<file path="config.mk">
export PLATFORM = sky130hd
export DESIGN_NAME = nvmspc_ctrl
export DESIGN_NICKNAME = d
export VERILOG_FILES = /design/src/hw/nvmspc_pkg.sv /design/src/hw/nvmspc_ctrl.sv
export SDC_FILE = /design/constraint.sdc
export NUM_CORES = 1
export LEC_CHECK = 0
export ABC_AREA = 0
export BUFFER_PORTS_ARGS = -buffer_cell sky130_fd_sc_hd__buf_2
export CORE_AREA = 10 10 141 143
export DETAILED_ROUTE_END_ITERATION = 8
export DIE_AREA = 0 0 151 153
export PLACE_DENSITY_LB_ADDON = 0.12
export SLEW_MARGIN = 20
export SYNTH_ARGS = -nofsm -noshare
export SYNTH_HDL_FRONTEND = slang
export SYNTH_SLANG_ARGS = --single-unit
</file>
<file path="constraint.sdc">
create_clock -name clk_i -period 7.9 [get_ports clk_i]
set_clock_uncertainty 0.05 [all_clocks]
set_input_delay 0.79 -clock clk_i [delete_from_list [all_inputs] [get_ports clk_i]]
set_output_delay 0.79 -clock clk_i [all_outputs]
set_load 0.02 [all_outputs]
</file>
<file path="src/hw/nvmspc_pkg.sv">
// Constants, register map and types of the self-program controller
`default_nettype none
package nvmspc_pkg;
   // Register word offsets (byte addresses)
   localparam logic [7:0] ADR_CONTROL = 8'h00;
   localparam logic [7:0] ADR_UNLOCK = 8'h04;
   localparam logic [7:0] ADR_ADDR_LOW = 8'h08;
   localparam logic [7:0] ADR_ADDR_HIGH = 8'h0c;
   localparam logic [7:0] ADR_DATA_LOW = 8'h10;
   localparam logic [7:0] ADR_DATA_HIGH = 8'h14;
   localparam logic [7:0] ADR_IRQ_STATUS = 8'h18;
   localparam logic [7:0] ADR_IRQ_MASK = 8'h1c;
   // Control register bit positions
   localparam int CTL_READ = 0;
   localparam int CTL_START = 1;
   localparam int CTL_PERMIT = 2;
   localparam int CTL_SPACE = 7;
   // Interrupt status bit positions
   localparam int IRQ_DONE = 0;
   // Unlock values
   localparam logic [7:0] UNLOCK_FIRST = 8'h55;
   localparam logic [7:0] UNLOCK_SECOND = 8'haa;
   // Block geometry
   localparam logic [2:0] BLOCK_LAST = 3'h7;
   localparam logic [3:0] ERASE_BASE = 4'h0;
   // Reset values
   localparam logic [7:0] RST_BYTE = 8'h00;
   localparam logic [5:0] RST_DATA_HIGH = 6'h00;
   localparam logic [4:0] RST_ADDR_HIGH = 5'h00;
   // Power-up timer
   localparam int PWRT_MS = 64;
   localparam int CLK_HZ = 25_000_000;
   localparam int PWRT_CYCLES = PWRT_MS * (CLK_HZ / 1000);
   // Array commands
   typedef enum logic [1:0] {
      CMD_READ = 2'b00,
      CMD_WRITE = 2'b01,
      CMD_ERASE = 2'b10
   } nvmspc_cmd_e;
   // Sequencer states
   typedef enum logic [2:0] {
      ST_IDLE = 3'b000,
      ST_READ = 3'b001,
      ST_EEWR = 3'b010,
      ST_ERASE = 3'b011,
      ST_PROG = 3'b100
   } nvmspc_state_e;
endpackage
`default_nettype wire

</file>
<file path="src/hw/nvmspc_ctrl.sv">
// Self-program controller for program flash and data EEPROM
//
// The Wishbone interface to the registers and the placing of the registers were chosen for this implementation.
`default_nettype none
module nvmspc_ctrl #(
   parameter int PWRT_COUNT = nvmspc_pkg::PWRT_CYCLES
) (
   // Clock and reset
   input wire logic clk_i,
   input wire logic rst_i,
   // Wishbone slave
   input wire logic cyc_i,
   input wire logic stb_i,
   input wire logic we_i,
   input wire logic [7:0] adr_i,
   input wire logic [3:0] sel_i,
   input wire logic [31:0] dat_i,
   output logic [31:0] dat_o,
   output logic ack_o,
   // Interrupt
   output logic irq_o,
   // Array port
   output logic nv_req_o,
   output logic [1:0] nv_cmd_o,
   output logic nv_space_o,
   output logic [12:0] nv_addr_o,
   output logic [13:0] nv_wdata_o,
   input wire logic [13:0] nv_rdata_i,
   input wire logic nv_done_i,
   // Protection and external access
   input wire logic data_protect_fuse_i,
   input wire logic ext_prog_req_i,
   output logic ext_prog_grant_o
);
   nvmspc_pkg::nvmspc_state_e state;
   logic program_space_select, write_permit, write_start, read_start;
   logic [7:0] nvm_address_low;
   logic [4:0] nvm_address_high;
   logic [7:0] nvm_data_low;
   logic [5:0] nvm_data_high;
   logic [1:0] unlock_st;
   logic irq_status, irq_mask;
   logic [2:0] word_idx;
   logic [13:0] buf_mem [0:7];
   logic [20:0] pwrt_cnt;
   logic fuse_m, fuse_q, ext_m, ext_q;

   // Bus decode
   wire acc = cyc_i && stb_i && !ack_o;
   wire acc_wr = acc && we_i && sel_i[0];
   wire acc_rd = acc && !we_i;
   wire hit_ctl = adr_i == nvmspc_pkg::ADR_CONTROL;
   wire hit_unl = adr_i == nvmspc_pkg::ADR_UNLOCK;
   wire hit_al = adr_i == nvmspc_pkg::ADR_ADDR_LOW;
   wire hit_ah = adr_i == nvmspc_pkg::ADR_ADDR_HIGH;
   wire hit_dl = adr_i == nvmspc_pkg::ADR_DATA_LOW;
   wire hit_dh = adr_i == nvmspc_pkg::ADR_DATA_HIGH;
   wire hit_st = adr_i == nvmspc_pkg::ADR_IRQ_STATUS;
   wire hit_mk = adr_i == nvmspc_pkg::ADR_IRQ_MASK;
   wire busy = state != nvmspc_pkg::ST_IDLE || write_start || read_start;
   wire pwrt_busy = pwrt_cnt != 21'h0;
   wire ctl_wr = acc_wr && hit_ctl;
   wire unl_wr = acc_wr && hit_unl;
   wire new_space = busy ? program_space_select : dat_i[nvmspc_pkg::CTL_SPACE];
   wire pwrt_block = pwrt_busy && !new_space;
   wire start_go = ctl_wr && dat_i[nvmspc_pkg::CTL_START] && unlock_st == 2'h2
      && write_permit && !busy && !pwrt_block;
   wire read_go = ctl_wr && dat_i[nvmspc_pkg::CTL_READ] && !busy && !start_go;
   wire [12:0] full_addr = {nvm_address_high, nvm_address_low};
   wire [2:0] cur_idx = nvm_address_low[2:0];
   wire fl_last = cur_idx == nvmspc_pkg::BLOCK_LAST;
   wire finish_now = start_go && new_space && !fl_last;
   wire finish = finish_now || (state == nvmspc_pkg::ST_EEWR && nv_done_i)
      || (state == nvmspc_pkg::ST_PROG && nv_done_i && word_idx == nvmspc_pkg::BLOCK_LAST);
   wire clr_done = acc_wr && hit_st && dat_i[nvmspc_pkg::IRQ_DONE];
   wire [7:0] ctl_val = {program_space_select, 4'h0, write_permit, write_start, read_start};
   wire [7:0] rd_val = hit_ctl ? ctl_val :
      hit_al ? nvm_address_low :
      hit_ah ? {3'h0, nvm_address_high} :
      hit_dl ? nvm_data_low :
      hit_dh ? {2'h0, nvm_data_high} :
      hit_st ? {7'h0, irq_status} :
      hit_mk ? {7'h0, irq_mask} : nvmspc_pkg::RST_BYTE;

   // Bus answer
   always_ff @(posedge clk_i) begin
      if (rst_i) begin
         ack_o <= 1'b0;
         dat_o <= 32'h0;
      end else begin
         ack_o <= acc;
         dat_o <= acc_rd ? {24'h0, rd_val} : 32'h0;
      end
   end

   // Synchronisers and external access gate
   always_ff @(posedge clk_i) begin
      if (rst_i) begin
         fuse_m <= 1'b0;
         fuse_q <= 1'b0;
         ext_m <= 1'b0;
         ext_q <= 1'b0;
         ext_prog_grant_o <= 1'b0;
      end else begin
         fuse_m <= data_protect_fuse_i;
         fuse_q <= fuse_m;
         ext_m <= ext_prog_req_i;
         ext_q <= ext_m;
         ext_prog_grant_o <= ext_q && fuse_q;
      end
   end

   // Power-up timer
   always_ff @(posedge clk_i) begin
      if (rst_i) begin
         pwrt_cnt <= 21'(PWRT_COUNT);
      end else if (pwrt_busy) begin
         pwrt_cnt <= pwrt_cnt - 21'h1;
      end
   end

   // Unlock order tracker, no stored value
   always_ff @(posedge clk_i) begin
      if (rst_i) begin
         unlock_st <= 2'h0;
      end else if (unl_wr) begin
         if (dat_i[7:0] == nvmspc_pkg::UNLOCK_FIRST) begin
            unlock_st <= 2'h1;
         end else if (dat_i[7:0] == nvmspc_pkg::UNLOCK_SECOND && unlock_st == 2'h1) begin
            unlock_st <= 2'h2;
         end else begin
            unlock_st <= 2'h0;
         end
      end else if (ctl_wr) begin
         unlock_st <= 2'h0;
      end
   end

   // Software registers; space select and address frozen while busy, permit and mask always writable
   always_ff @(posedge clk_i) begin
      if (rst_i) begin
         program_space_select <= 1'b0;
         write_permit <= 1'b0;
         nvm_address_low <= nvmspc_pkg::RST_BYTE;
         nvm_address_high <= nvmspc_pkg::RST_ADDR_HIGH;
         irq_mask <= 1'b0;
      end else begin
         if (ctl_wr) begin
            write_permit <= dat_i[nvmspc_pkg::CTL_PERMIT];
            program_space_select <= new_space;
         end
         if (acc_wr && hit_al && !busy) begin
            nvm_address_low <= dat_i[7:0];
         end
         if (acc_wr && hit_ah && !busy) begin
            nvm_address_high <= dat_i[4:0];
         end
         if (acc_wr && hit_mk) begin
            irq_mask <= dat_i[nvmspc_pkg::IRQ_DONE];
         end
      end
   end

   // Data registers, written by software or by a read
   always_ff @(posedge clk_i) begin
      if (rst_i) begin
         nvm_data_low <= nvmspc_pkg::RST_BYTE;
         nvm_data_high <= nvmspc_pkg::RST_DATA_HIGH;
      end else if (state == nvmspc_pkg::ST_READ && nv_done_i) begin
         nvm_data_low <= nv_rdata_i[7:0];
         if (program_space_select) begin
            nvm_data_high <= nv_rdata_i[13:8];
         end
      end else begin
         if (acc_wr && hit_dl && !busy) begin
            nvm_data_low <= dat_i[7:0];
         end
         if (acc_wr && hit_dh && !busy) begin
            nvm_data_high <= dat_i[5:0];
         end
      end
   end

   // Completion flag, set wins over clear
   always_ff @(posedge clk_i) begin
      if (rst_i) begin
         irq_status <= 1'b0;
         irq_o <= 1'b0;
      end else begin
         irq_status <= finish || (irq_status && !clr_done);
         irq_o <= irq_status && irq_mask;
      end
   end

   // Word buffer
   always_ff @(posedge clk_i) begin
      if (start_go && new_space) begin
         buf_mem[cur_idx] <= {nvm_data_high, nvm_data_low};
      end
   end

   // Sequencer
   always_ff @(posedge clk_i) begin
      if (rst_i) begin
         state <= nvmspc_pkg::ST_IDLE;
         write_start <= 1'b0;
         read_start <= 1'b0;
         word_idx <= 3'h0;
         nv_req_o <= 1'b0;
         nv_cmd_o <= nvmspc_pkg::CMD_READ;
         nv_space_o <= 1'b0;
         nv_addr_o <= 13'h0;
         nv_wdata_o <= 14'h0;
      end else begin
         nv_req_o <= 1'b0;
         if (finish) begin
            write_start <= 1'b0;
         end else if (start_go) begin
            write_start <= 1'b1;
         end
         case (state)
            nvmspc_pkg::ST_IDLE: begin
               if (start_go && !new_space) begin
                  state <= nvmspc_pkg::ST_EEWR;
                  nv_req_o <= 1'b1;
                  nv_cmd_o <= nvmspc_pkg::CMD_WRITE;
                  nv_space_o <= 1'b0;
                  nv_addr_o <= {5'h0, nvm_address_low};
                  nv_wdata_o <= {6'h0, nvm_data_low};
               end else if (start_go && fl_last) begin
                  state <= nvmspc_pkg::ST_ERASE;
                  nv_req_o <= 1'b1;
                  nv_cmd_o <= nvmspc_pkg::CMD_ERASE;
                  nv_space_o <= 1'b1;
                  nv_addr_o <= {full_addr[12:4], nvmspc_pkg::ERASE_BASE};
               end else if (read_go) begin
                  state <= nvmspc_pkg::ST_READ;
                  read_start <= 1'b1;
                  nv_req_o <= 1'b1;
                  nv_cmd_o <= nvmspc_pkg::CMD_READ;
                  nv_space_o <= new_space;
                  nv_addr_o <= new_space ? full_addr : {5'h0, nvm_address_low};
               end
            end
            nvmspc_pkg::ST_READ: begin
               if (nv_done_i) begin
                  state <= nvmspc_pkg::ST_IDLE;
                  read_start <= 1'b0;
               end
            end
            nvmspc_pkg::ST_EEWR: begin
               if (nv_done_i) begin
                  state <= nvmspc_pkg::ST_IDLE;
               end
            end
            nvmspc_pkg::ST_ERASE: begin
               if (nv_done_i) begin
                  state <= nvmspc_pkg::ST_PROG;
                  word_idx <= 3'h0;
                  nv_req_o <= 1'b1;
                  nv_cmd_o <= nvmspc_pkg::CMD_WRITE;
                  nv_addr_o <= {full_addr[12:3], 3'h0};
                  nv_wdata_o <= buf_mem[0];
               end
            end
            nvmspc_pkg::ST_PROG: begin
               if (nv_done_i && word_idx == nvmspc_pkg::BLOCK_LAST) begin
                  state <= nvmspc_pkg::ST_IDLE;
               end else if (nv_done_i) begin
                  word_idx <= word_idx + 3'h1;
                  nv_req_o <= 1'b1;
                  nv_addr_o <= {full_addr[12:3], word_idx + 3'h1};
                  nv_wdata_o <= buf_mem[word_idx + 3'h1];
               end
            end
            default: begin
               state <= nvmspc_pkg::ST_IDLE;
            end
         endcase
      end
   end
endmodule
`default_nettype wire

</file>
==> summary.txt, run 1 <==
Global route
  • Grt met2 use: a little under a third
  • GRT Max-Usage Layer: met2
  • Grt met3 use: about 3.5%
  • Met1 capacity usage during global routing: 25.7%
  • Total track usage: a little under a fifth
  • Antenna violations before repair: 0
  • Grt ovf: 0
  • Largest net degree at the start of global routing: about 110
  • First-pass GRT wire length: 35,400 um
  • Vias in the first global route: between 6k and 7k

Job
  • MaxCap Viol Count: 0

Clock tree
  • Postcts setup bufs: 0
  • Post_cts resized: 0
  • Clock slew at reported path FFs: ~0.06 ns
  • CTS tree: built
  • Root buf cell: clkbuf_16
  • Hold Buf Count CTS: 0
  • Clock buffer depth: 3
  • Cts bufs inserted: 24
  • Worst-Skew Late Latency: around 0.52 ns
  • H-tree depth: 1
  • Clk sink count: 220

Floorplan
  • Core area: between 15,000 and 20,000 um^2
  • Boundary pin count: approximately 130
  • Row Count: 48
  • Die X: around 150 um
  • Die Area: 23,100 um^2
  • Die H: approximately 150 um
  • Initial Util: about 56%

Worst hold path
  • HP Class: flip-flop to flip-flop

Logic synthesis
  • #FFs+latches synth: 220
  • Sequential area share after synthesis: ~57%
  • Yosys Warn Count: 0
  • FFs w/ async S/R, synth: 0%
  • Predominant post-synthesis flop cell: edfxtp_1
  • Syn Area/Cell: between 10 and 15 um^2
  • Post-synth cell types: 64
  • Synthesized area: 9620 um^2
  • Mapped Cells: roughly 800
  • Number of synthesized flops with an enable pin: 112

Critical path
  • Top Family by Delay on Critical Path: simple AND/OR/NAND/NOR gates
  • RR Startpoint: state[2]$_SDFFE_PP0P_
  • Buf/Inv on CP: 0
  • Worst Setup End Kind: flip-flop
  • Depth of the most critical reg-to-reg path: 5
  • CP max stage delay: 0.70 ns
  • CP max FO: 14
  • Critical path cell sequence: nor3_2 -> nand4_1 -> or3_1 -> nor2_1 -> and3_1
  • Startpoint types: flip-flop
  • Crit path launch: state[2]$_SDFFE_PP0P_
  • Slowest cell on crit path: and3_1
  • Worst reg-to-reg setup slack: 4.66 ns
  • Worst path depth: 5
  • Worst Path Arrival: around 3.3 ns
  • RR Endpoint: buf_mem[5][12]$_DFFE_PP_
  • Setup crit end: buf_mem[5][12]$_DFFE_PP_
  • Crit Path Class: flip-flop to flip-flop
  • Required time worst endpoint: 8.00 ns

Drt
  • Via density: approximately 5.9
  • WL/cell: about 21 um
  • Routed WL: around 23,000 um
  • DRT Pass-1 Iters: 5
  • DRT antenna net count: 0
  • Vias: 6,576
  • Initial DRC Count: 594
  • Drc violations: 0

Placement
  • Post-detail-place hpwl: 15,100 um
  • Pre-CTS WS: around 4.3 ns
  • Placer's final routability congestion estimate: a little over 0.9
  • I/O Buffers: 80
  • DP Area: roughly 10,000 um^2

Timing
  • Slew headroom: between 30 and 40%
  • Slew @ Worst Pin: roughly 1.0 ns
  • Hold WS: ~0.36 ns
  • Final setup margin: 4.66 ns
  • Final Hold Viols: 0
  • Crit path time final: between 3 and 4 ns
  • Peak Freq: just over 0.3 GHz
  • RSZ-0062 raised after global routing: no
  • Tcrit/Tclk final: slightly above 40%
  • Fin Setup TNS: 0 ns
  • Final setup fails: 0
  • Slew Viols, Final: 0

Power
  • Seq pwr share: between 40% and 50%
  • P_leak: between 0.003 and 0.004 uW
  • Sw Share: 21.1%
  • Internal Pwr Total: between 1500 and 2000 uW
  • Sw Pwr: 521 uW
  • PwrDens: 225 nW/um^2
  • Maximum VDD drop: approximately 0.19 mV
  • Clock power share: roughly 47%
  • Logic pwr share: under 10%
  • Pwr Total: between 2000 and 2500 uW

Final layout
  • Share of layout cells above drive strength 1: 21.9%
  • Total area of sequential cells: about 5500 um^2
  • Diode count: 0
  • Multi-input logic area: 3800 um^2
  • Nets: ~940
  • Design Area, Final: approximately 11,000 um^2
  • Filler cells: around 1.3k
  • Area growth syn-to-layout: 13.8%

Run status
  • Outcome: completed
[power groups by stage]
stage	sequential [uW]	combinational [uW]	clock, uW
final	1210	98.0	1150
after floorplan	1240	78.2	0
after CTS	1210	97.2	1170
after global placement	1240	93.4	0
after global routing	1220	108	1220
after detailed placement	1240	96.7	0
[area by class of cell]
type                       count  share of cell area (%)
inverter                       8                   0.274
tap                          225                    2.57
timing repair buffer          89                    4.33
multi-input combinational    522                    34.7
sequential                   220                    50.5
clock buffer                  35                    6.32
clock inverter                 8                    1.32
[kinds of logic after synthesis]
family	share of synthesized area [%]
buffers and inverters	4.19
other	0.0390
adder cells (fa/ha/maj)	0.520
AO/OA/AOI/OAI	10.3
XOR/XNOR	1.18
flip-flops	57.4
AND/OR/NAND/NOR	14.4
multiplexers	12.0
[Yosys cell counts, types with 3 or more instances]
cell type	n	area share, %
xor2_1	10	0.91
nor2_1	86	3.4
nor3_1	15	0.78
edfxtp_1	112	35
mux2i_1	49	5.1
or4_1	6	0.47
nand3b_1	10	0.78
a311oi_2	14	2.2
mux4_2	29	6.8
nand2b_1	22	1.4
or3_1	5	0.33
buf_1	6	0.23
xnor2_1	3	0.27
clkbuf_1	34	1.3
nand3_1	14	0.73
a211oi_1	11	0.86
nor4_1	12	0.78
buf_2	4	0.21
a22oi_1	3	0.23
nor3b_1	6	0.47
dfxtp_1	108	22
a21oi_2	4	0.36
and3b_1	3	0.27
a22o_1	9	0.82
ha_1	4	0.52
nor2b_1	5	0.33
o21bai_1	4	0.31
inv_1	8	0.31
nand2_1	66	2.6
buf_4	24	1.9
a21oi_1	52	2.7
a221oi_1	8	0.73
and3_1	3	0.20
o21ai_0	5	0.26
[metal layers]
| layer | routed length [um] | vias up | share of wire [%] |
|---|---|---|---|
| met5 | 0 | - | 0 |
| met1 | 9450 | 3187 | 42 |
| met2 | 11000 | 298 | 48 |
| met3 | 1880 | 35 | 8.3 |
| met4 | 388 | 0 | 1.7 |
| li1 | - | 3056 | - |
[state kept, by name, indices dropped and copies added, names as in the netlist, 6 cells and up]
| name | cells |
|---|---|
| nvm_address_low | 8 |
| nvm_data_high | 6 |
| nv_wdata_o | 14 |
| pwrt_cnt | 21 |
| buf_mem | 112 |
| dat_o | 8 |
| nv_addr_o | 13 |
| nvm_data_low | 8 |
[worst reg2reg max path, delay by kind of cell, from the launching register on]
kind | cells | cell delay [ns]
and+or+nand+nor | 5 | 2.43
DFF | 1 | 0.39
[metrics by stage]
stage                     cells  utilization (%)
final                      1107             64.2
after floorplan             820                -
after detailed placement   1064             59.3
after global placement     1064             59.3
after CTS                  1107             64.2
after global routing       1107             64.2
[cell usage in the layout (no fill, tap or decap), drive strengths merged, types with 11 or more instances in the layout]
cell type	instances
nor3	17
a21oi	56
clkbuf	35
buf	89
nor4	13
nand2	67
nand2b	22
a311oi	14
mux4	29
mux2i	49
nand3	14
nor2	86
conb	24
edfxtp	112
a211oi	11
dfxtp	108
[worst min-delay path by stage]
stage / startpoint / endpoint / slack [ns] / depth (start not counted)
2_1_floorplan: fuse_q$_SDFF_PP0_ / ext_prog_grant_o$_SDFF_PP0_ / 0.35 / 2
4_1_cts: fuse_q$_SDFF_PP0_ / ext_prog_grant_o$_SDFF_PP0_ / 0.37 / 2
3_3_place_gp: fuse_q$_SDFF_PP0_ / ext_prog_grant_o$_SDFF_PP0_ / 0.36 / 2
6_report: fuse_q$_SDFF_PP0_ / ext_prog_grant_o$_SDFF_PP0_ / 0.36 / 2
3_5_place_dp: fuse_q$_SDFF_PP0_ / ext_prog_grant_o$_SDFF_PP0_ / 0.38 / 2
5_1_grt: fuse_q$_SDFF_PP0_ / ext_prog_grant_o$_SDFF_PP0_ / 0.40 / 2
(Power assumes the default switching activity.)
==> inputs of run 2 (changes only) <==
==> constraint.sdc (replaced) <==
create_clock -name clk_i -period 3.12 [get_ports clk_i]
set_clock_uncertainty 0.05 [all_clocks]
set_input_delay 0.312 -clock clk_i [delete_from_list [all_inputs] [get_ports clk_i]]
set_output_delay 0.312 -clock clk_i [all_outputs]
set_load 0.02 [all_outputs]
==> summary.txt, run 2 (synthesized netlist as in run 1, its figures left out) <==
Run status
  • Outcome: completed

Critical path
  • CP max FO: 30
  • Worst Setup End Kind: flip-flop
  • Crit Path Class: flip-flop to flip-flop
  • Critical path cell sequence: inv_1 -> ha_1 -> or4b_2 -> nor4_4 -> nand2_2 -> o31ai_4 -> buf_12 -> a21oi_1 -> a311oi_2
  • Worst Path Arrival: about 3.2 ns
  • Top Family by Delay on Critical Path: simple AND/OR/NAND/NOR gates
  • Buf/Inv on CP: 2
  • Startpoint types: flip-flop
  • Required time worst endpoint: roughly 3.5 ns
  • Slowest cell on crit path: or4b_2
  • CP max stage delay: around 0.62 ns

Clock tree
  • Cts bufs inserted: 23
  • Root buf cell: clkbuf_16
  • Postcts setup bufs: 0
  • H-tree depth: 1
  • Clock slew at reported path FFs: 0.06 ns
  • CTS tree: built
  • Hold Buf Count CTS: 2
  • Post_cts resized: 0
  • Clk sink count: 220
  • Worst-Skew Late Latency: 0.51 ns
  • Clock buffer depth: 3

Placement
  • I/O Buffers: 80
  • DP Area: about 10,000 um^2
  • Post-Place Cells: ~1.1k
  • Placer's final routability congestion estimate: roughly 0.91
  • Post-detail-place hpwl: around 16,000 um

Final layout
  • Commonest non-fill, non-tap cell in the layout: edfxtp_1
  • Share of layout cells above drive strength 1: 23.0%
  • Design Area, Final: 11,000 um^2
  • Most frequent cells in the layout: edfxtp_1, dfxtp_1, nor2_1
  • Diode count: 0
  • Total area of sequential cells: about 5500 um^2
  • Filler cells: approximately 1.3k
  • Multi-input logic area: ~3800 um^2
  • Non-filler cells, final: approximately 1.1k
  • Area growth syn-to-layout: 14.4%
  • Largest register by flop count: buf_mem
  • Biggest regs: buf_mem (112), pwrt_cnt (21), nv_wdata_o (14)
  • Max reg flops: around 110
  • Nets: 952
  • Final core occ: ~65%

Floorplan
  • Boundary pin count: around 130
  • Core area: 17,100 um^2
  • Initial Util: 56.4%
  • Die H: 153 um
  • Die Area: between 20,000 and 25,000 um^2
  • Row Count: 48
  • Die X: around 150 um

Drt
  • Routed WL: around 23,000 um
  • Vias: around 6.7k
  • DRT antenna net count: 0
  • DRT Pass-1 Iters: 5
  • WL/cell: approximately 20 um
  • Via density: approximately 6.0
  • Drc violations: 0
  • Initial DRC Count: approximately 500

Timing
  • Peak Freq: about 0.36 GHz
  • RSZ-0062 raised after global routing: no
  • Tcrit/Tclk final: approximately nine tenths
  • Slew headroom: roughly 30%
  • Final setup fails: 0
  • Final Hold Viols: 0
  • Fin Setup TNS: 0 ns
  • Crit path time final: about 2.8 ns
  • Slew @ Worst Pin: between 1 and 1.5 ns
  • Slew Viols, Final: 0

Global route
  • Vias in the first global route: ~6.6k
  • Antenna violations before repair: 0
  • Grt ovf: 0
  • GRT Max-Usage Layer: met2
  • First-pass GRT wire length: 36,000 um
  • Total track usage: roughly a fifth
  • Grt met3 use: between 3 and 4%
  • Largest net degree at the start of global routing: 112
  • Grt met2 use: 32.0%
  • Met1 capacity usage during global routing: between 20% and 30%

Worst hold path
  • HP Class: input port to flip-flop

Job
  • MaxCap Viol Count: 0

Power
  • Clock power share: 44.5%
  • Internal Pwr Total: 4700 uW
  • Logic pwr share: under 10%
  • Seq pwr share: between 50% and 60%
  • Sw Share: 21.6%
  • Maximum VDD drop: ~0.5 mV
  • Sw Pwr: about 1300 uW
  • PwrDens: between 500 and 600 nW/um^2
  • P_leak: 0.00378 uW
-- run 2: power groups by stage --
stage / Clock, uW / Sequential [uW] / Combinational (uW)
final: 2670 / 3080 / 252
after global routing: 2830 / 3080 / 277
after CTS: 2720 / 3080 / 250
after detailed placement: 0 / 3140 / 246
after global placement: 0 / 3130 / 237
after floorplan: 0 / 3130 / 198
-- run 2: final timing paths --
path,from,endpoint,slack [ns],cells after the start
max,pwrt_cnt[0]$_SDFFE_PP0N_,nv_wdata_o[1]$_SDFFE_PP0P_,0.31,9
min,nv_rdata_i[1],nvm_data_low[1]$_SDFFE_PP0P_,0.04,3
min reg2reg,fuse_q$_SDFF_PP0_,ext_prog_grant_o$_SDFF_PP0_,0.37,2
max reg2reg,pwrt_cnt[0]$_SDFFE_PP0N_,nv_wdata_o[1]$_SDFFE_PP0P_,0.31,9
-- run 2: per-stage QoR --
step,power [uW],hold slack (ns),setup WS [ns]
after global routing,6190,0.0375,0.166
final,6000,0.0421,0.313
after global placement,3370,0.354,0.406
after CTS,6040,0.0206,0.299
after detailed placement,3380,0.363,0.317
after floorplan,3330,0.345,0.0850
-- run 2: tightest hold or removal path, delay by kind of cell --
family / cells / cell delay, ns
simple gates: 1 / 0.10
compound gates: 1 / 0.05
buf+inv: 1 / 0.09
-- run 2: area by class of cell --
cell class / instances / area share (%)
Clock buffer: 31 / 5.69
Clock inverter: 11 / 1.00
Inverter: 8 / 0.273
Multi-Input combinational cell: 522 / 34.6
Sequential cell: 220 / 50.2
Tap cell: 225 / 2.56
Timing Repair Buffer: 107 / 5.70
-- run 2: metal layers --
layer	share of wire [%]	wire length (um)	vias to the layer above
met2	48	11200	258
met3	7.7	1780	43
met5	0	0	-
met1	42	9690	3333
met4	2.0	461	0
li1	-	-	3093
